<file path="src/fbsl_pkg.sv">
// Package for the fieldbus status lamp and loss response block.
// Assumes a single 250 MHz clock domain; shared by the top and the lamp pattern generator.
package fbsl_pkg;

  // ****************************************************************
  // Timing
  // ****************************************************************
  localparam int unsigned CLOCK_MHZ       = 250;
  localparam int unsigned TICK_US         = 50000;
  localparam int unsigned TICK_CYCLES     = TICK_US * CLOCK_MHZ;
  localparam int unsigned FLICKER_US      = 50000;
  localparam int unsigned FLICKER_CYCLES  = FLICKER_US * CLOCK_MHZ;
  localparam int unsigned PHASE_COUNT     = 24;
  localparam int unsigned PHASE_W         = 5;

  // ****************************************************************
  // Register map
  // ****************************************************************
  localparam int unsigned ADDR_W          = 4;
  localparam int unsigned DATA_W          = 32;
  localparam logic [ADDR_W-1:0] OFS_CONFIG   = 4'h0;
  localparam logic [ADDR_W-1:0] OFS_FALLBACK = 4'h1;
  localparam logic [ADDR_W-1:0] OFS_STATUS   = 4'h2;
  localparam logic [ADDR_W-1:0] OFS_IRQ_STAT = 4'h3;
  localparam logic [ADDR_W-1:0] OFS_IRQ_MASK = 4'h4;
  localparam logic [ADDR_W-1:0] OFS_OUTPUT   = 4'h5;

  localparam int unsigned CFG_RESP_LSB    = 0;
  localparam int unsigned CFG_STOP_LSB    = 4;
  localparam int unsigned CFG_SEP_BIT     = 8;
  localparam int unsigned CFG_IOP_BIT     = 9;
  localparam int unsigned CMD_FWD_BIT     = 0;
  localparam int unsigned CMD_REV_BIT     = 1;
  localparam int unsigned CMD_RST_BIT     = 7;
  localparam int unsigned SPEED_W         = 16;
  localparam int unsigned IRQ_W           = 4;
  localparam int unsigned IRQ_INTERRUPT   = 0;
  localparam int unsigned IRQ_FAULT       = 1;
  localparam int unsigned IRQ_WATCHDOG    = 2;
  localparam int unsigned IRQ_STATE       = 3;

  // ****************************************************************
  // Types
  // ****************************************************************
  typedef enum logic [2:0] {
    FBSL_RESP_FREEWHEEL,
    FBSL_RESP_RAMP,
    FBSL_RESP_FAST,
    FBSL_RESP_DC,
    FBSL_RESP_IGNORE,
    FBSL_RESP_PER_STOP,
    FBSL_RESP_FALLBACK,
    FBSL_RESP_MAINTAIN
  } fbsl_resp_e;

  typedef enum logic [1:0] {
    FBSL_STOP_FREEWHEEL,
    FBSL_STOP_RAMP,
    FBSL_STOP_FAST,
    FBSL_STOP_DC
  } fbsl_stop_e;

  typedef enum logic [1:0] {
    FBSL_ESM_INIT,
    FBSL_ESM_PREOP,
    FBSL_ESM_SAFEOP,
    FBSL_ESM_OP
  } fbsl_esm_e;

  typedef enum logic [2:0] {
    FBSL_PAT_OFF,
    FBSL_PAT_ON,
    FBSL_PAT_BLINK,
    FBSL_PAT_SINGLE,
    FBSL_PAT_DOUBLE,
    FBSL_PAT_FLICKER
  } fbsl_pat_e;

  typedef enum logic [1:0] {
    FBSL_DRV_RUN,
    FBSL_DRV_FALLBACK,
    FBSL_DRV_MAINTAIN,
    FBSL_DRV_FAULT
  } fbsl_drv_e;

  typedef struct packed {
    logic       link;
    logic       activity;
  } fbsl_port_s;

  typedef struct packed {
    logic       invalid_config;
    logic       local_error;
    logic       watchdog;
  } fbsl_err_s;

  typedef struct packed {
    logic [SPEED_W-1:0] net_ref;
    logic [SPEED_W-1:0] alt_ref;
    logic [7:0]         net_cmd;
    logic [7:0]         alt_cmd;
  } fbsl_chan_s;

  typedef struct packed {
    logic               fwd;
    logic               rev;
    logic               fault_reset;
    logic               stop_req;
    fbsl_stop_e         stop_kind;
    logic [SPEED_W-1:0] speed;
  } fbsl_drive_s;

  localparam fbsl_resp_e RESP_RESET = FBSL_RESP_FREEWHEEL;

endpackage

</file>
<file path="src/fbsl_pattern.sv">
// Lamp pattern generator: turns a pattern code into a lamp level.
// Assumes shared tick and flicker phase inputs from the top.
`timescale 1ns/1ns
module fbsl_pattern
  import fbsl_pkg::*;
(
  input  wire logic               i_clock,
  input  wire logic               i_rstn,
  input  wire fbsl_pkg::fbsl_pat_e i_pattern,
  input  wire logic [PHASE_W-1:0] i_phase,
  input  wire logic               i_flicker,
  output logic                    o_lamp
);
  import fbsl_pkg::*;

  typedef struct packed {
    logic lamp;
  } fbsl_pat_state_s;

  fbsl_pat_state_s state_q;
  fbsl_pat_state_s state_d;

  // Phase 0..23 at 50 ms: blink 200 ms on/off, flashes of 200 ms in a 1.2 s frame
  always_comb begin
    state_d = state_q;
    unique case (i_pattern)
      FBSL_PAT_OFF:     state_d.lamp = 1'b0;
      FBSL_PAT_ON:      state_d.lamp = 1'b1;
      FBSL_PAT_BLINK:   state_d.lamp = i_phase[2];
      FBSL_PAT_SINGLE:  state_d.lamp = (i_phase < 5'h04);
      FBSL_PAT_DOUBLE:  state_d.lamp = (i_phase < 5'h04) || (i_phase >= 5'h08 && i_phase < 5'h0C);
      FBSL_PAT_FLICKER: state_d.lamp = i_flicker;
      default:          state_d.lamp = 1'b0;
    endcase
  end

  always_ff @(posedge i_clock or negedge i_rstn) begin
    if (!i_rstn) begin
      state_q <= '0;
    end else begin
      state_q <= state_d;
    end
  end

  assign o_lamp = state_q.lamp;

endmodule

</file>
<file path="src/fbsl_top.sv">
// Fieldbus status lamps, communication loss response and command decode.
// Assumes synchronous status inputs and a single-cycle register port master.
`timescale 1ns/1ns
module fbsl_top
  import fbsl_pkg::*;
#(
  parameter int unsigned TICK_CYCLES_P    = TICK_CYCLES,
  parameter int unsigned FLICKER_CYCLES_P = FLICKER_CYCLES / 10
)
(
  input  wire logic                 i_clock,
  input  wire logic                 i_rstn,
  input  wire fbsl_pkg::fbsl_port_s i_port_a,
  input  wire fbsl_pkg::fbsl_port_s i_port_b,
  input  wire fbsl_pkg::fbsl_esm_e  i_esm_state,
  input  wire fbsl_pkg::fbsl_err_s  i_errors,
  input  wire logic                 i_interrupt,
  input  wire fbsl_pkg::fbsl_chan_s i_channels,
  input  wire logic [SPEED_W-1:0]   i_actual_speed,
  input  wire logic [ADDR_W-1:0]    i_addr,
  input  wire logic [DATA_W-1:0]    i_wdata,
  input  wire logic                 i_write,
  input  wire logic                 i_read,
  output logic [DATA_W-1:0]         o_rdata,
  output logic                      o_irq,
  output logic                      o_port_a_link_lamp,
  output logic                      o_port_b_link_lamp,
  output logic                      o_run_lamp,
  output logic                      o_error_lamp,
  output fbsl_pkg::fbsl_drive_s     o_drive,
  output logic                      o_fault
);
  import fbsl_pkg::*;

  // ****************************************************************
  // State
  // ****************************************************************
  typedef struct packed {
    logic [31:0]        tick_cnt;
    logic [31:0]        flick_cnt;
    logic [PHASE_W-1:0] phase;
    logic               flicker;
    fbsl_resp_e         resp;
    fbsl_stop_e         stop_type;
    logic               separate;
    logic               io_profile;
    logic [SPEED_W-1:0] fallback_speed_value;
    logic [SPEED_W-1:0] held_speed;
    fbsl_drv_e          drv;
    logic               intr_q;
    logic               wd_q;
    fbsl_esm_e          esm_q;
    logic [IRQ_W-1:0]   irq_stat;
    logic [IRQ_W-1:0]   irq_mask;
    logic [DATA_W-1:0]  rdata;
    logic               irq;
    fbsl_drive_s        drive;
    logic               fault;
  } fbsl_state_s;

  fbsl_state_s state_q;
  fbsl_state_s state_d;

  fbsl_pat_e pat_a;
  fbsl_pat_e pat_b;
  fbsl_pat_e pat_run;
  fbsl_pat_e pat_err;

  logic [7:0]         cmd_word;
  logic [SPEED_W-1:0] ref_word;
  logic               run_cmd;
  logic               intr_seen;
  logic               intr_rise;
  logic [IRQ_W-1:0]   irq_event;
  logic               faulting_resp;

  // ****************************************************************
  // Lamp pattern selection
  // ****************************************************************
  function automatic fbsl_pat_e port_pattern(input fbsl_port_s p);
    if (!p.link) begin
      return FBSL_PAT_OFF;
    end
    return p.activity ? FBSL_PAT_FLICKER : FBSL_PAT_ON;
  endfunction

  always_comb begin
    pat_a = port_pattern(i_port_a);
    pat_b = port_pattern(i_port_b);
    unique case (i_esm_state)
      FBSL_ESM_INIT:   pat_run = FBSL_PAT_OFF;
      FBSL_ESM_PREOP:  pat_run = FBSL_PAT_BLINK;
      FBSL_ESM_SAFEOP: pat_run = FBSL_PAT_SINGLE;
      FBSL_ESM_OP:     pat_run = FBSL_PAT_ON;
    endcase
    if (i_errors.watchdog) begin
      pat_err = FBSL_PAT_DOUBLE;
    end else if (i_errors.local_error) begin
      pat_err = FBSL_PAT_SINGLE;
    end else if (i_errors.invalid_config) begin
      pat_err = FBSL_PAT_BLINK;
    end else begin
      pat_err = FBSL_PAT_OFF;
    end
  end

  // ****************************************************************
  // Channel selection and command decode
  // ****************************************************************
  always_comb begin
    cmd_word = i_channels.net_cmd;
    // Separate mode keeps commands on the network, only the reference moves
    ref_word = state_q.separate ? i_channels.alt_ref : i_channels.net_ref;
    run_cmd  = state_q.io_profile ? (cmd_word[CMD_FWD_BIT] | cmd_word[CMD_REV_BIT])
                                  : (ref_word != '0);
    // Ignoring the interruption means no monitoring at all
    intr_seen = i_interrupt && (state_q.resp != FBSL_RESP_IGNORE);
    intr_rise = intr_seen && !state_q.intr_q;
    faulting_resp = (state_q.resp == FBSL_RESP_FREEWHEEL) || (state_q.resp == FBSL_RESP_RAMP)
                 || (state_q.resp == FBSL_RESP_FAST) || (state_q.resp == FBSL_RESP_DC);
  end

  // ****************************************************************
  // Next state
  // ****************************************************************
  always_comb begin
    state_d = state_q;
    // Free running pattern timebase; shared by all four lamps so they stay in step
    if (state_q.tick_cnt >= TICK_CYCLES_P - 1) begin
      state_d.tick_cnt = '0;
      state_d.phase = (state_q.phase == PHASE_W'(PHASE_COUNT - 1)) ? '0
                    : PHASE_W'(state_q.phase + 1'b1);
    end else begin
      state_d.tick_cnt = state_q.tick_cnt + 32'h1;
    end
    if (state_q.flick_cnt >= FLICKER_CYCLES_P - 1) begin
      state_d.flick_cnt = '0;
      state_d.flicker = !state_q.flicker;
    end else begin
      state_d.flick_cnt = state_q.flick_cnt + 32'h1;
    end

    state_d.intr_q = intr_seen;
    state_d.wd_q   = i_errors.watchdog;
    state_d.esm_q  = i_esm_state;

    // Response to an interruption
    unique case (state_q.drv)
      FBSL_DRV_RUN: begin
        if (intr_rise) begin
          state_d.held_speed = i_actual_speed;
          if (faulting_resp) begin
            state_d.drv = FBSL_DRV_FAULT;
          end else if (state_q.resp == FBSL_RESP_FALLBACK && run_cmd) begin
            state_d.drv = FBSL_DRV_FALLBACK;
          end else if (state_q.resp == FBSL_RESP_MAINTAIN && run_cmd) begin
            state_d.drv = FBSL_DRV_MAINTAIN;
          end
        end
      end
      FBSL_DRV_FALLBACK, FBSL_DRV_MAINTAIN: begin
        if (!intr_seen || !run_cmd) begin
          state_d.drv = FBSL_DRV_RUN;
        end
      end
      FBSL_DRV_FAULT: begin
        if (!intr_seen && state_q.io_profile && cmd_word[CMD_RST_BIT]) begin
          state_d.drv = FBSL_DRV_RUN;
        end
      end
    endcase

    state_d.fault = (state_d.drv == FBSL_DRV_FAULT);
    state_d.drive.fault_reset = state_q.io_profile && cmd_word[CMD_RST_BIT];
    state_d.drive.fwd = state_q.io_profile && cmd_word[CMD_FWD_BIT];
    state_d.drive.rev = state_q.io_profile && cmd_word[CMD_REV_BIT];
    state_d.drive.stop_req = 1'b0;
    state_d.drive.stop_kind = FBSL_STOP_FREEWHEEL;
    state_d.drive.speed = ref_word;
    unique case (state_d.drv)
      FBSL_DRV_FALLBACK: state_d.drive.speed = state_q.fallback_speed_value;
      FBSL_DRV_MAINTAIN: state_d.drive.speed = state_d.held_speed;
      FBSL_DRV_FAULT: begin
        state_d.drive.stop_req = 1'b1;
        state_d.drive.stop_kind = fbsl_stop_e'(state_q.resp[1:0]);
      end
      FBSL_DRV_RUN: begin
        if (intr_seen && state_q.resp == FBSL_RESP_PER_STOP) begin
          state_d.drive.stop_req = 1'b1;
          state_d.drive.stop_kind = state_q.stop_type;
        end
      end
    endcase

    // Interrupt status: set wins over a same-cycle clear
    irq_event = '0;
    irq_event[IRQ_INTERRUPT] = intr_rise;
    irq_event[IRQ_FAULT]     = (state_d.drv == FBSL_DRV_FAULT) && (state_q.drv != FBSL_DRV_FAULT);
    irq_event[IRQ_WATCHDOG]  = i_errors.watchdog && !state_q.wd_q;
    irq_event[IRQ_STATE]     = (i_esm_state != state_q.esm_q);

    state_d.rdata = '0;
    if (i_write) begin
      unique case (i_addr)
        OFS_CONFIG: begin
          state_d.resp       = fbsl_resp_e'(i_wdata[CFG_RESP_LSB +: 3]);
          state_d.stop_type  = fbsl_stop_e'(i_wdata[CFG_STOP_LSB +: 2]);
          state_d.separate   = i_wdata[CFG_SEP_BIT];
          state_d.io_profile = i_wdata[CFG_IOP_BIT];
        end
        OFS_FALLBACK: state_d.fallback_speed_value = i_wdata[SPEED_W-1:0];
        OFS_IRQ_STAT: state_d.irq_stat = state_q.irq_stat & ~i_wdata[IRQ_W-1:0];
        OFS_IRQ_MASK: state_d.irq_mask = i_wdata[IRQ_W-1:0];
        default: ;
      endcase
    end
    state_d.irq_stat = state_d.irq_stat | irq_event;
    if (i_read) begin
      unique case (i_addr)
        OFS_CONFIG: begin
          state_d.rdata[CFG_RESP_LSB +: 3] = state_q.resp;
          state_d.rdata[CFG_STOP_LSB +: 2] = state_q.stop_type;
          state_d.rdata[CFG_SEP_BIT]       = state_q.separate;
          state_d.rdata[CFG_IOP_BIT]       = state_q.io_profile;
        end
        OFS_FALLBACK: state_d.rdata[SPEED_W-1:0] = state_q.fallback_speed_value;
        OFS_STATUS:   state_d.rdata[15:0] = {4'h0, state_q.drv, state_q.esm_q,
                                             i_errors, state_q.intr_q,
                                             i_port_a, i_port_b};
        OFS_IRQ_STAT: state_d.rdata[IRQ_W-1:0] = state_q.irq_stat;
        OFS_IRQ_MASK: state_d.rdata[IRQ_W-1:0] = state_q.irq_mask;
        OFS_OUTPUT:   state_d.rdata[SPEED_W-1:0] = state_q.drive.speed;
        default: ;
      endcase
    end
    state_d.irq = |(state_d.irq_stat & state_d.irq_mask);
  end

  always_ff @(posedge i_clock or negedge i_rstn) begin
    if (!i_rstn) begin
      state_q <= '0;
      state_q.resp <= RESP_RESET;
    end else begin
      state_q <= state_d;
    end
  end

  // ****************************************************************
  // Lamp drivers
  // ****************************************************************
  fbsl_pattern u_lamp_a (
    .i_clock   (i_clock),
    .i_rstn    (i_rstn),
    .i_pattern (pat_a),
    .i_phase   (state_q.phase),
    .i_flicker (state_q.flicker),
    .o_lamp    (o_port_a_link_lamp)
  );

  fbsl_pattern u_lamp_b (
    .i_clock   (i_clock),
    .i_rstn    (i_rstn),
    .i_pattern (pat_b),
    .i_phase   (state_q.phase),
    .i_flicker (state_q.flicker),
    .o_lamp    (o_port_b_link_lamp)
  );

  fbsl_pattern u_lamp_run (
    .i_clock   (i_clock),
    .i_rstn    (i_rstn),
    .i_pattern (pat_run),
    .i_phase   (state_q.phase),
    .i_flicker (state_q.flicker),
    .o_lamp    (o_run_lamp)
  );

  fbsl_pattern u_lamp_err (
    .i_clock   (i_clock),
    .i_rstn    (i_rstn),
    .i_pattern (pat_err),
    .i_phase   (state_q.phase),
    .i_flicker (state_q.flicker),
    .o_lamp    (o_error_lamp)
  );

  assign o_rdata = state_q.rdata;
  assign o_irq   = state_q.irq;
  assign o_drive = state_q.drive;
  assign o_fault = state_q.fault;

endmodule

</file>
<file path="config.mk">
export PLATFORM = sky130hd
export DESIGN_NAME = fbsl_top
export DESIGN_NICKNAME = d
export VERILOG_FILES = /design/src/fbsl_pkg.sv /design/src/fbsl_pattern.sv /design/src/fbsl_top.sv
export SDC_FILE = /design/constraint.sdc
export NUM_CORES = 1
export LEC_CHECK = 0
export ABC_AREA = 1
export BUFFER_PORTS_ARGS = -buffer_cell sky130_fd_sc_hd__clkbuf_2
export CAP_MARGIN = 0
export CORE_UTILIZATION = 48
export CTS_CLUSTER_SIZE = 8
export DETAILED_ROUTE_END_ITERATION = 10
export GPL_TIMING_DRIVEN = 0
export PLACE_DENSITY = 0.72
export SYNTH_ARGS = -nofsm -noshare
export SYNTH_HDL_FRONTEND = slang
export SYNTH_SLANG_ARGS = --single-unit
</file>
<file path="constraint.sdc">
create_clock -name i_clock -period 5.7 [get_ports i_clock]
set_input_delay 0.855 -clock i_clock [delete_from_list [all_inputs] [get_ports i_clock]]
set_output_delay 0.855 -clock i_clock [all_outputs]
set_load 0.01 [all_outputs]
</file>
---- Yosys cells after proc, flatten, opt, wreduce, memory -nomap -nowiden ----
Index checks and enable logic that the tools add are counted.
word-level totals
  bits in registers ....................... 167
  latch bits .............................. 0
  RAM bits ................................ 0
  memory bits (read-only) ................. 0
  output and inout port bits .............. 60
  logic and storage cells ................. 157
  memories ................................ 0
cells by class
  $add $sub $neg .......................... 3
  $mul .................................... 0
  div/mod/pow operators ................... 0
  $lt $le $gt $ge ......................... 5
  equal/unequal tests ..................... 44
  shift operators ......................... 0
  multiplexer cells ....................... 38
  bitwise logic cells ..................... 5
  reduce and logical (&&, ||, !) cells .... 33
operators by type and width
  kind                   number
  $add 32x1->32 const B  2
  $mux 32                2
  $mux 16                3
  $eq 3x3->1 const B     11
  $ge 32x21->1 const B   1
  $ge 32x24->1 const B   1
  $pmux 16 s2            1
  $eq 3x2->1 const B     10
  $pmux 1 s5             5
  $mux 18                1
  $mux 3                 6
  $pmux 3 s6             1
  $pmux 6 s3             1
  $pmux 2 s4             2
  $reduce_bool 16->1     1
  $eq 3x1->1 const B     5
  $mux 2                 7
  $logic_and 1x1->1      13
  $eq 2x2->1 const B     6
  $pmux 2 s3             2
  $pmux 3 s4             1
  $and 4x4->4            2
  $eq 4x2->1 const B     2
  $eq 4x3->1 const B     2
  other kinds (26)       40

---- Longest topological paths before layout ----
Gate-level depths: netlist of run 1.
  depth after elaboration ................. 14
  depth in mapped cells ................... 20

---- Modules after synthesis ----
A second synthesis of run 1 with hierarchy kept.
unflattened totals
  cell total of the unflattened synthesis .. 975
  area total of the unflattened synthesis .. 8,365.5 um^2
modules (own cells, without submodules)
  module        times used  cells each  area an instance (um^2)
  fbsl_top      1           899         7,980.2
  fbsl_pattern  4           19          96.3

---- Least setup slack after synthesis of run 1 ----
OpenSTA, ideal clock, no wires.
  kind .................................... input port to flip-flop
  from .................................... in i_channels[42] in the netlist's numbering
  to ...................................... reg state_q (netlist bit o_drive[11])
  arrival time ............................ 2.810 ns
  required time ........................... 5.627 ns
  setup slack ............................. 2.816 ns
  cell stages on the path ................. 14
  path buffers ............................ 2
  cells stage by stage .................... or2_2 -> o21ai_1 -> nand3_1 -> nor2_2 -> nand2_2 -> nand4_1 -> nand2_1 -> nand3_1 -> nand2_1 -> ha_1 -> clkbuf_1 -> clkbuf_1 -> a21oi_1 -> a21oi_2
RTL lines
  what                  line             source
  start, declared       fbsl_top.sv:18   input wire fbsl_pkg::fbsl_chan_s i_channels,
  end signal, assigned  fbsl_top.sv:244  state_q <= state_d;
  end, declared         fbsl_top.sv:61   fbsl_state_s state_q;

==> reports/metrics.cfg, run 1 <==
[route]
drtIter0Drc=454
via_per_inst=4.95
wl_um=19100
route.detailed.drc=0
routedWlPerCell_um=14.6
first_pass_iters=5
ant_nets=0
vias=6495

[layout]
fillCellCount=1499
layout-drive-gt1-share=0.277
nets=1203
multiInputGateArea_um2=3260
fin_area_um2=9780
register_area_um2=4180
antennaDiodeCount=0
area_delta_synth_final_pct=20.2

[yosys]
yosys_warnings=0
synthesis.area_um2=8130
syn_avg_cell_area_um2=9.07
ys_ff_latch=167
yosysTopAreaCell=dfrtp_1
synth-compound-area-share=0.0882
synth_fa_ha_area_frac=0.0154
synth_top_family_by_area=simple AND/OR/NAND/NOR gates
ys_types=51
synthFlopType=dfrtp_1
synth-simple-area-share=0.231
synth.area.mux_share=0.0323
yosys.area.top_type_share=0.514
async_flop_share=1.00
synthXorXnorAreaFrac=0.0183
synth_area_leaders=dfrtp_1 51%, nand2_1 8.9%, buf_4 5.1%
syn_inst=897
yosysSeqAreaShare=0.514
yosysMostFrequentCell=nand2_1
ys_top_cells_by_count=192 x nand2_1, 167 x dfrtp_1, 97 x nor2_1, 70 x inv_1, 55 x buf_4
synth_edf_count=0

[sta]
tightest_slew_ns=0.663
finalHoldViolCount=0
period_share=0.550
setup_viol=0
maxSlewHeadroom=0.558
max_freq_mhz=319
fin_ws_ns=2.57
slew_violations=0
clock_skew_ns=0.00931
fin_crit_ns=3.13
timing.setup.tns_ns=0
rsz0062_at_grt=no

[floorplan]
die_w_um=132
coreArea_um2=16600
die_h_um=132
row_count=47
die-area_um2=17500
initial_core_util=0.490
pin_count=174

[clock_network]
cts_num_sinks=167
cts_buffer_depth=2
htreeDepth=4
cts_setup_buffers=0
cts_buffers=17
clock_latency_ns=0.43
cts_root_buf=clkbuf_16
hold_buffers=0
cts_resized=0
clk_pin_slew_ns=0.06
cts_tree=built

[worst_setup_path]
worst_ep_arrival_time_ns=3.50
worstSetupPathType=register to register
rrSetupSlack_ns=2.57
crit_path_end_kind=register
critPathLaunchType=register
worstPathMaxFanout=10
required_ns=6.06

[run_status]
outcome=complete, no violations

[global_route]
grt_pass1_vias=6240
grt_pass1_wl_um=31300
grt_antenna_before_repair=0
track_usage=0.233
grt_max_degree=89
grt-ovfl-total=0

[place]
post_dp_cell_area_um2=9210
dpl.hpwl_um=14600
dp_slack_ns=2.23
gp_congestion=0.854
port_buffers=128

[pwr]
ir_worst_vdd_uv=245
p_leak_uw=0.00489
p_per_area_nw_per_um2=394

[hold_path]
min_path_type=input pin to asynchronous set/reset pin

[job]
maxCapViolCount=0

registers in the layout, summed over array words and instances, names as in the netlist:
| signal | cells |
|---|---|
| o_drive | 22 |
| o_fault | 1 |
| o_irq | 1 |
| o_rdata | 16 |
| state_q | 123 |
| u_lamp_a.o_lamp | 1 |
| u_lamp_b.o_lamp | 1 |
| u_lamp_err.o_lamp | 1 |
| u_lamp_run.o_lamp | 1 |
area by class of cell:
cell class,instances,area share
plain buffers,76,0.0537
clock buffers,18,0.0449
clock inverters,14,0.0129
inverters,78,0.0302
multi-input cells,610,0.333
flip-flops and latches,167,0.427
well taps,220,0.0282
repair buffers,129,0.0692
routing by layer:
| layer | GRT usage | routed length (um) | vias to the layer above |
|---|---|---|---|
| met5 | 0 | 0 | - |
| met4 | 0.0904 | 404 | 0 |
| met3 | 0.0504 | 1070 | 33 |
| met2 | 0.370 | 9090 | 224 |
| met1 | 0.313 | 8560 | 3043 |
| li1 | - | - | 3195 |
layout by cell type (no fill, tap or decap), drive strengths merged, types with 8 or more instances in the layout:
master  instances
clkinv         10
nand2         205
nand3          36
xor2           13
ha             10
nand4          16
a21oi          52
nor2          106
conb           35
nor3           28
mux2           21
o21ai          41
a221oi          8
buf            68
clkbuf        155
dfrtp         167
inv            79
worst paths after layout:
path | startpoint | endpoint | depth (start not counted)
setup / recovery | state_q[103] | o_drive[7] | 17
hold / removal | i_rstn | state_q[155] | 1
setup reg to reg | state_q[103] | o_drive[7] | 17
hold reg to reg | state_q[115] | state_q[115] | 1
max in group asynchronous | i_rstn | state_q[106] | 2
min in group i_clock | state_q[115] | state_q[115] | 1
cells by family after synthesis:
family | Yosys count
AOI/OAI and AO/OA | 121
xor gates and xnor gates | 17
adders and majority gates | 10
buffers and inverters | 154
DFF | 167
muxes | 21
other | 1
and+or+nand+nor | 406
power breakdown:
part | internal (uW) | switching, uW | leakage (uW) | total (uW)
registers | 1410 | 140 | 0.00213 | 1550
clock network | 614 | 487 | 0.000276 | 1100
logic | 498 | 709 | 0.00248 | 1210
total | 2520 | 1340 | 0.00489 | 3860
worst max-delay path, stage by stage (launching register included):
cell and delay [ns]:
dfrtp_1 0.38, buf_6 0.14, buf_2 0.18, nand2_1 0.07, nand2_1 0.09, nor2_1 0.12
nand2_1 0.08, nor2_2 0.11, nand2_2 0.10, nand4_1 0.08, nand2_1 0.09, nand2_1 0.08
nand2_2 0.09, ha_1 0.30, clkbuf_1 0.37, clkbuf_1 0.44, a21oi_1 0.12, a21oi_2 0.18
per-stage QoR:
| step | total power (uW) | instances | hold WS (ns) | utilization |
|---|---|---|---|---|
| 6_report | 3860 | 1312 | 0.443 | 0.590 |
| 5_1_grt | 4080 | 1312 | 0.494 | 0.590 |
| 3_3_place_gp | 2730 | 1279 | 0.449 | 0.553 |
| 4_1_cts | 3880 | 1312 | 0.459 | 0.590 |
| 3_5_place_dp | 2760 | 1280 | 0.450 | 0.556 |
| 2_1_floorplan | 2360 | 931 | 0.430 | - |
Power figures use the tool's default switching activity.
==> run 2, diff against run 1 <==
==> constraint.sdc (replaced) <==
create_clock -name i_clock -period 3.04 [get_ports i_clock]
set_input_delay 0.456 -clock i_clock [delete_from_list [all_inputs] [get_ports i_clock]]
set_output_delay 0.456 -clock i_clock [all_outputs]
set_load 0.01 [all_outputs]
==> reports/metrics.cfg, run 2 (same netlist as run 1, synthesis figures left out) <==
[layout]
fin_area_um2=9790  ; was 9780 um^2
largest_register_ffs=123  ; unchanged
final_common_cell=nand2_1  ; unchanged
area_delta_synth_final_pct=20.3  ; was 20.2%
layout_common_cells=192 x nand2_1, 167 x dfrtp_1, 127 x clkbuf_2, 97 x nor2_1, 70 x inv_1  ; unchanged
antennaDiodeCount=0  ; unchanged
nets=1202  ; was 1203
layout-drive-gt1-share=0.280  ; was 0.277
finalNonFillerCells=1311  ; was 1312
largest-register=state_q  ; unchanged

[clock_network]
clock_latency_ns=0.43  ; about the same
htreeDepth=4  ; unchanged
cts_buffer_depth=2  ; unchanged
cts_root_buf=clkbuf_16  ; unchanged
cts_tree=built  ; unchanged
cts_num_sinks=167  ; unchanged
clk_pin_slew_ns=0.07  ; was 0.06 ns
cts_buffers=17  ; unchanged
hold_buffers=0  ; unchanged

[place]
post_dp_cell_area_um2=9210  ; unchanged
port_buffers=128  ; unchanged
gp_congestion=0.854  ; unchanged
dpl.hpwl_um=14600  ; unchanged
dpl.cell_count=1280  ; unchanged

[sta]
clock_skew_ns=0.00884  ; was 0.00931 ns
finalHoldViolCount=0  ; unchanged
setup_viol=0  ; unchanged
fin_crit_ns=2.75  ; was 3.13 ns
tightest_slew_ns=0.667  ; was 0.663 ns
slew_violations=0  ; unchanged
worst_hold_slack_ns=0.0501  ; was 0.443 ns
period_share=0.905  ; was 0.550
maxSlewHeadroom=0.556  ; was 0.558
timing.setup.tns_ns=0  ; unchanged
max_freq_mhz=364  ; was 319 MHz

[floorplan]
row_count=47  ; unchanged
initial_core_util=0.490  ; unchanged
coreArea_um2=16600  ; unchanged
die-area_um2=17500  ; unchanged
die_h_um=132  ; unchanged
pin_count=174  ; unchanged
die_w_um=132  ; unchanged

[route]
drtIter0Drc=434  ; was 454
route.detailed.drc=0  ; unchanged
via_per_inst=4.93  ; was 4.95
routedWlPerCell_um=14.6  ; about the same
ant_nets=0  ; unchanged
vias=6469  ; was 6495
first_pass_iters=6  ; was 5
wl_um=19200  ; was 19100 um

[pwr]
combPwrFrac=0.316  ; was 0.313
total_power_uw=7260  ; was 3860 uW
p_switching_uw=2510  ; was 1340 uW
ir_worst_vdd_uv=459  ; was 245 uV
p_leak_uw=0.00490  ; was 0.00489 uW
p_per_area_nw_per_um2=742  ; was 394 nW/um^2
p_seq_frac=0.400  ; was 0.401
p_int_uw=4760  ; was 2520 uW
switching_share=0.345  ; was 0.346
pwr-share-clk=0.284  ; was 0.286

[global_route]
busiest_layer=met2  ; unchanged
grt_use_met2=0.370  ; unchanged
grt-ovfl-total=0  ; unchanged
met1_usage=0.313  ; about the same
grt_max_degree=89  ; unchanged
track_usage=0.233  ; about the same
grt_pass1_wl_um=31300  ; about the same
grt_antenna_before_repair=0  ; unchanged
use_met3=0.0504  ; unchanged
grt_pass1_vias=6237  ; was 6240

[worst_setup_path]
cpPeakStageDelay_ns=0.38  ; was 0.44 ns
worst_ep_arrival_time_ns=3.11  ; was 3.50 ns
worstSetupPathType=register to register  ; unchanged
crit_path_end_kind=register  ; unchanged
cpMaxStageDelayCell=dfrtp_1  ; was clkbuf_1
required_ns=3.40  ; was 6.06 ns
path_cells=buf_6 > or2_2 > o21ai_1 > nand3_1 > nor2_2 > nand2_2 > nand4_1 > nand2_1 > nand3_1 > nand2_1 > ha_1 > inv_1 > buf_2 > nor2_1 > a21oi_2  ; was buf_6 > buf_2 > nand2_1 > nand2_1 > nor2_1 > nand2_1 > nor2_2 > nand2_2 > nand4_1 > nand2_1 > nand2_1 > nand2_2 > ha_1 > clkbuf_1 > clkbuf_1 > a21oi_1 > a21oi_2
critPathLaunchType=register  ; unchanged
worstPathMaxFanout=10  ; unchanged
rr_worst_depth=15  ; was 17

[run_status]
outcome=complete, no violations  ; unchanged

[job]
maxCapViolCount=0  ; unchanged

[hold_path]
min_path_type=input pin to asynchronous set/reset pin  ; unchanged

-- run 2: path summary, 6_finish.rpt --
path,slack (ns),to,from
setup / recovery,0.29,o_drive[3],state_q[103]
hold / removal,0.05,state_q[155],i_rstn
hold reg to reg,0.46,state_q[115],state_q[115]
min in group i_clock,0.15,state_q[66],i_errors[0]
setup reg to reg,0.29,o_drive[3],state_q[103]
max in group asynchronous,2.16,o_drive[16],i_rstn
-- run 2: final cells by class --
type | instances | area (um^2)
flip-flops and latches | 167 | 4180
multi-input cells | 610 | 3260
clock buffers | 18 | 439
well taps | 220 | 275
plain buffers | 75 | 534
repair buffers | 129 | 677
clock inverters | 14 | 126
inverters | 78 | 295
fillers | 1505 | 6800
-- run 2: what timing repair did --
action                     CTS  global route
setup endpoints to repair   11            16
setup buffers                0             0
gates resized for setup      2            11
-- run 2: stage by stage --
stage	utilization	setup slack, ns
2_1_floorplan	-	0.506
3_3_place_gp	0.553	-1.50
3_5_place_dp	0.556	-0.0326
4_1_cts	0.590	0.0657
5_1_grt	0.590	-0.0110
6_report	0.590	0.289
-- run 2: critical path, delay by kind of cell (launching register included) --
kind / cells / cell delay (ns)
AO/OA/AOI/OAI: 2 / 0.29
adder cells (fa/ha/maj): 1 / 0.30
buffers and inverters: 3 / 0.63
flip-flops: 1 / 0.38
AND/OR/NAND/NOR: 9 / 1.06
-- run 2: power by group through the flow --
stage	combinational (uW)	clock, uW	sequential (uW)
finish	2300	2060	2910
detailed placement	2240	0	2930
global route	2550	2200	2940
global placement	2190	0	2930
CTS	2270	2100	2900
floorplan	1580	0	2840
-- run 2: per-layer routing --
layer,routed length (um),vias up
met5,0,-
met3,1020,30
met1,8610,3028
met4,371,0
met2,9190,219
li1,-,3192
==> run 3, diff against run 2 <==
--- a/config.mk
+++ b/config.mk
@@ -6,13 +6,13 @@
 export NUM_CORES = 1
 export LEC_CHECK = 0
 export ABC_AREA = 1
-export BUFFER_PORTS_ARGS = -buffer_cell sky130_fd_sc_hd__clkbuf_2
 export CAP_MARGIN = 0
+export CORE_MARGIN = 3
 export CORE_UTILIZATION = 48
 export CTS_CLUSTER_SIZE = 8
 export DETAILED_ROUTE_END_ITERATION = 10
+export DONT_BUFFER_PORTS = 1
 export GPL_TIMING_DRIVEN = 0
-export PLACE_DENSITY = 0.72
 export SYNTH_ARGS = -nofsm -noshare
 export SYNTH_HDL_FRONTEND = slang
 export SYNTH_SLANG_ARGS = --single-unit
==> reports/metrics.cfg, run 3 (same netlist as run 1, synthesis figures left out) <==
[run_status]
outcome=finished with violations  ; was complete, no violations
violations=negative hold slack

[worst_setup_path]
worst_ep_arrival_time_ns=3.13  ; was 3.11 ns
worstPathMaxFanout=10  ; unchanged
path_common_cell=nand2_1
crit_path_end_kind=register  ; unchanged
worstSetupPathType=register to register  ; unchanged
worst-path-buf-inv=4  ; was 3
cpMaxStageDelayCell=dfrtp_1  ; unchanged
path_cells=buf_6 > buf_2 > nand2_1 > nand2_1 > nor2_1 > nand3_1 > nor2_1 > nand2_2 > nand4_1 > nand2_1 > nand3_1 > nand2_1 > ha_4 > buf_4 > buf_4 > a21oi_2 > a21oi_2  ; was buf_6 > or2_2 > o21ai_1 > nand3_1 > nor2_2 > nand2_2 > nand4_1 > nand2_1 > nand3_1 > nand2_1 > ha_1 > inv_1 > buf_2 > nor2_1 > a21oi_2
worst_path_dominant_cell_family=simple AND/OR/NAND/NOR gates  ; unchanged
critPathLaunchType=register  ; unchanged
cpPeakStageDelay_ns=0.39  ; was 0.38 ns
required_ns=3.39  ; was 3.40 ns

[sta]
rsz0062_at_grt=no
max_freq_mhz=359  ; was 364 MHz
maxSlewHeadroom=0.437  ; was 0.556
period_share=0.916  ; was 0.905
worst_hold_slack_ns=-0.280  ; was 0.0501 ns
slew_violations=0  ; unchanged
clock_skew_ns=0.00825  ; was 0.00884 ns
tightest_slew_ns=0.845  ; was 0.667 ns
setup_viol=0  ; unchanged
fin_crit_ns=2.79  ; was 2.75 ns
finalHoldViolCount=167  ; was 0

[layout]
layout_common_cells=192 x nand2_1, 167 x dfrtp_1, 97 x nor2_1, 69 x inv_1, 57 x buf_4  ; was 192 x nand2_1, 167 x dfrtp_1, 127 x clkbuf_2, 97 x nor2_1, 70 x inv_1
area_delta_synth_final_pct=13.8  ; was 20.3%
layout-drive-gt1-share=0.189  ; was 0.280
largest_register_ffs=123  ; unchanged
antennaDiodeCount=0  ; unchanged
finalNonFillerCells=1177  ; was 1311
final_common_cell=nand2_1  ; unchanged
nets=1072  ; was 1202
largest-register=state_q  ; unchanged

[place]
dpl.cell_count=1147  ; was 1280
gp_congestion=0.870  ; was 0.854
dpl.hpwl_um=14000  ; was 14600 um
port_buffers=0  ; was 128

[global_route]
grt_pass1_wl_um=30200  ; was 31300 um
grt_antenna_before_repair=1  ; was 0
grt_pass1_vias=5635  ; was 6237
grt-ovfl-total=0  ; unchanged
grt_max_degree=168  ; was 89
track_usage=0.214  ; was 0.233

[route]
ant_nets=0  ; unchanged
routedWlPerCell_um=16.5  ; was 14.6 um
route.detailed.drc=0  ; unchanged
via_per_inst=5.07  ; was 4.93
vias=5968  ; was 6469
drtIter0Drc=391  ; was 434
wl_um=19500  ; was 19200 um
first_pass_iters=5  ; was 6

[floorplan]
die-area_um2=18500  ; was 17500 um^2
die_w_um=136  ; was 132 um
row_count=46  ; was 47
coreArea_um2=16200  ; was 16600 um^2
pin_count=174  ; unchanged
initial_core_util=0.501  ; was 0.490
die_h_um=136  ; was 132 um

[pwr]
pwr-share-clk=0.324  ; was 0.284
p_per_area_nw_per_um2=820  ; was 742 nW/um^2
p_int_uw=5160  ; was 4760 uW
combPwrFrac=0.292  ; was 0.316
p_leak_uw=0.00438  ; was 0.00490 uW
p_switching_uw=2430  ; was 2510 uW
p_seq_frac=0.385  ; was 0.400
switching_share=0.320  ; was 0.345
ir_worst_vdd_uv=527  ; was 459 uV

[clock_network]
cts_num_sinks=167  ; unchanged
clock_latency_ns=0.43  ; about the same
cts_buffers=17  ; unchanged
htreeDepth=4  ; unchanged
cts_buffer_depth=2  ; unchanged
cts_root_buf=clkbuf_16  ; unchanged
clk_pin_slew_ns=0.06  ; was 0.07 ns
cts_tree=built  ; unchanged

[hold_path]
min_path_type=input pin to asynchronous set/reset pin  ; unchanged

[job]
maxCapViolCount=0  ; unchanged

-- run 3: per-stage QoR --
| step | TNS (ns) | setup WS, ns | cell area (um^2) | utilization | total power, uW |
|---|---|---|---|---|---|
| floorplan | 0 | 0.506 | 8260 | - | 4420 |
| global placement | -1.87 | -0.218 | 8530 | 0.526 | 4940 |
| detailed placement | -1.72 | -0.212 | 8530 | 0.526 | 4960 |
| CTS | 0 | 0.0630 | 9210 | 0.567 | 7450 |
| global route | 0 | 0.0451 | 9260 | 0.570 | 7990 |
| finish | 0 | 0.255 | 9260 | 0.570 | 7590 |
-- run 3: final cells by class --
type                    count  area [um^2]
well taps                 216          270
clock inverters            13          225
inverters                  78          299
repair buffers              1         20.0
flip-flops and latches    167         4180
multi-input cells         610         3280
plain buffers              73          526
fillers                  1508         6980
clock buffers              19          453
-- run 3: power groups by stage --
| stage | registers [uW] | clock network (uW) | logic [uW] |
|---|---|---|---|
| 6_report | 2920 | 2460 | 2220 |
| 3_5_place_dp | 2950 | 0 | 2010 |
| 3_3_place_gp | 2950 | 0 | 1990 |
| 4_1_cts | 2910 | 2510 | 2030 |
| 2_1_floorplan | 2840 | 0 | 1580 |
| 5_1_grt | 2960 | 2600 | 2430 |
-- run 3: final timing paths --
path,from,to,slack [ns],depth (start not counted)
max,state_q[103],o_drive[3],0.25,17
min,i_rstn,state_q[119],-0.28,0
max reg2reg,state_q[103],o_drive[3],0.25,17
min reg2reg,state_q[109],state_q[109],0.47,1
max in group asynchronous,i_rstn,state_q[166],3.11,0
min in group i_clock,i_esm_state[1],state_q[65],0.05,0
-- run 3: worst register-to-register path, cell delays in order (launching register included) --
cell,delay [ns]
dfrtp_1,0.39
buf_6,0.15
buf_2,0.20
nand2_1,0.08
nand2_1,0.09
nor2_1,0.13
nand3_1,0.09
nor2_1,0.13
nand2_2,0.11
nand4_1,0.11
nand2_1,0.08
nand3_1,0.08
nand2_1,0.12
ha_4,0.31
buf_4,0.19
buf_4,0.22
a21oi_2,0.05
a21oi_2,0.18
-- run 3: layer usage --
metal	up-vias	GRT usage	wire, um
met5	-	0	13
met4	2	0.0661	306
met3	26	0.0699	1620
met2	202	0.308	8660
met1	2798	0.309	8870
li1	2940	-	-
-- run 3: timing repair --
action / 4_1_cts / 5_1_grt
endpoints found under the hold margin: 167 / 167
pin swaps: 0 / 0
buffers inserted: 0 / 1
cloned: 0 / 0
setup endpoints to repair: 14 / 16
resized for setup: 3 / 13
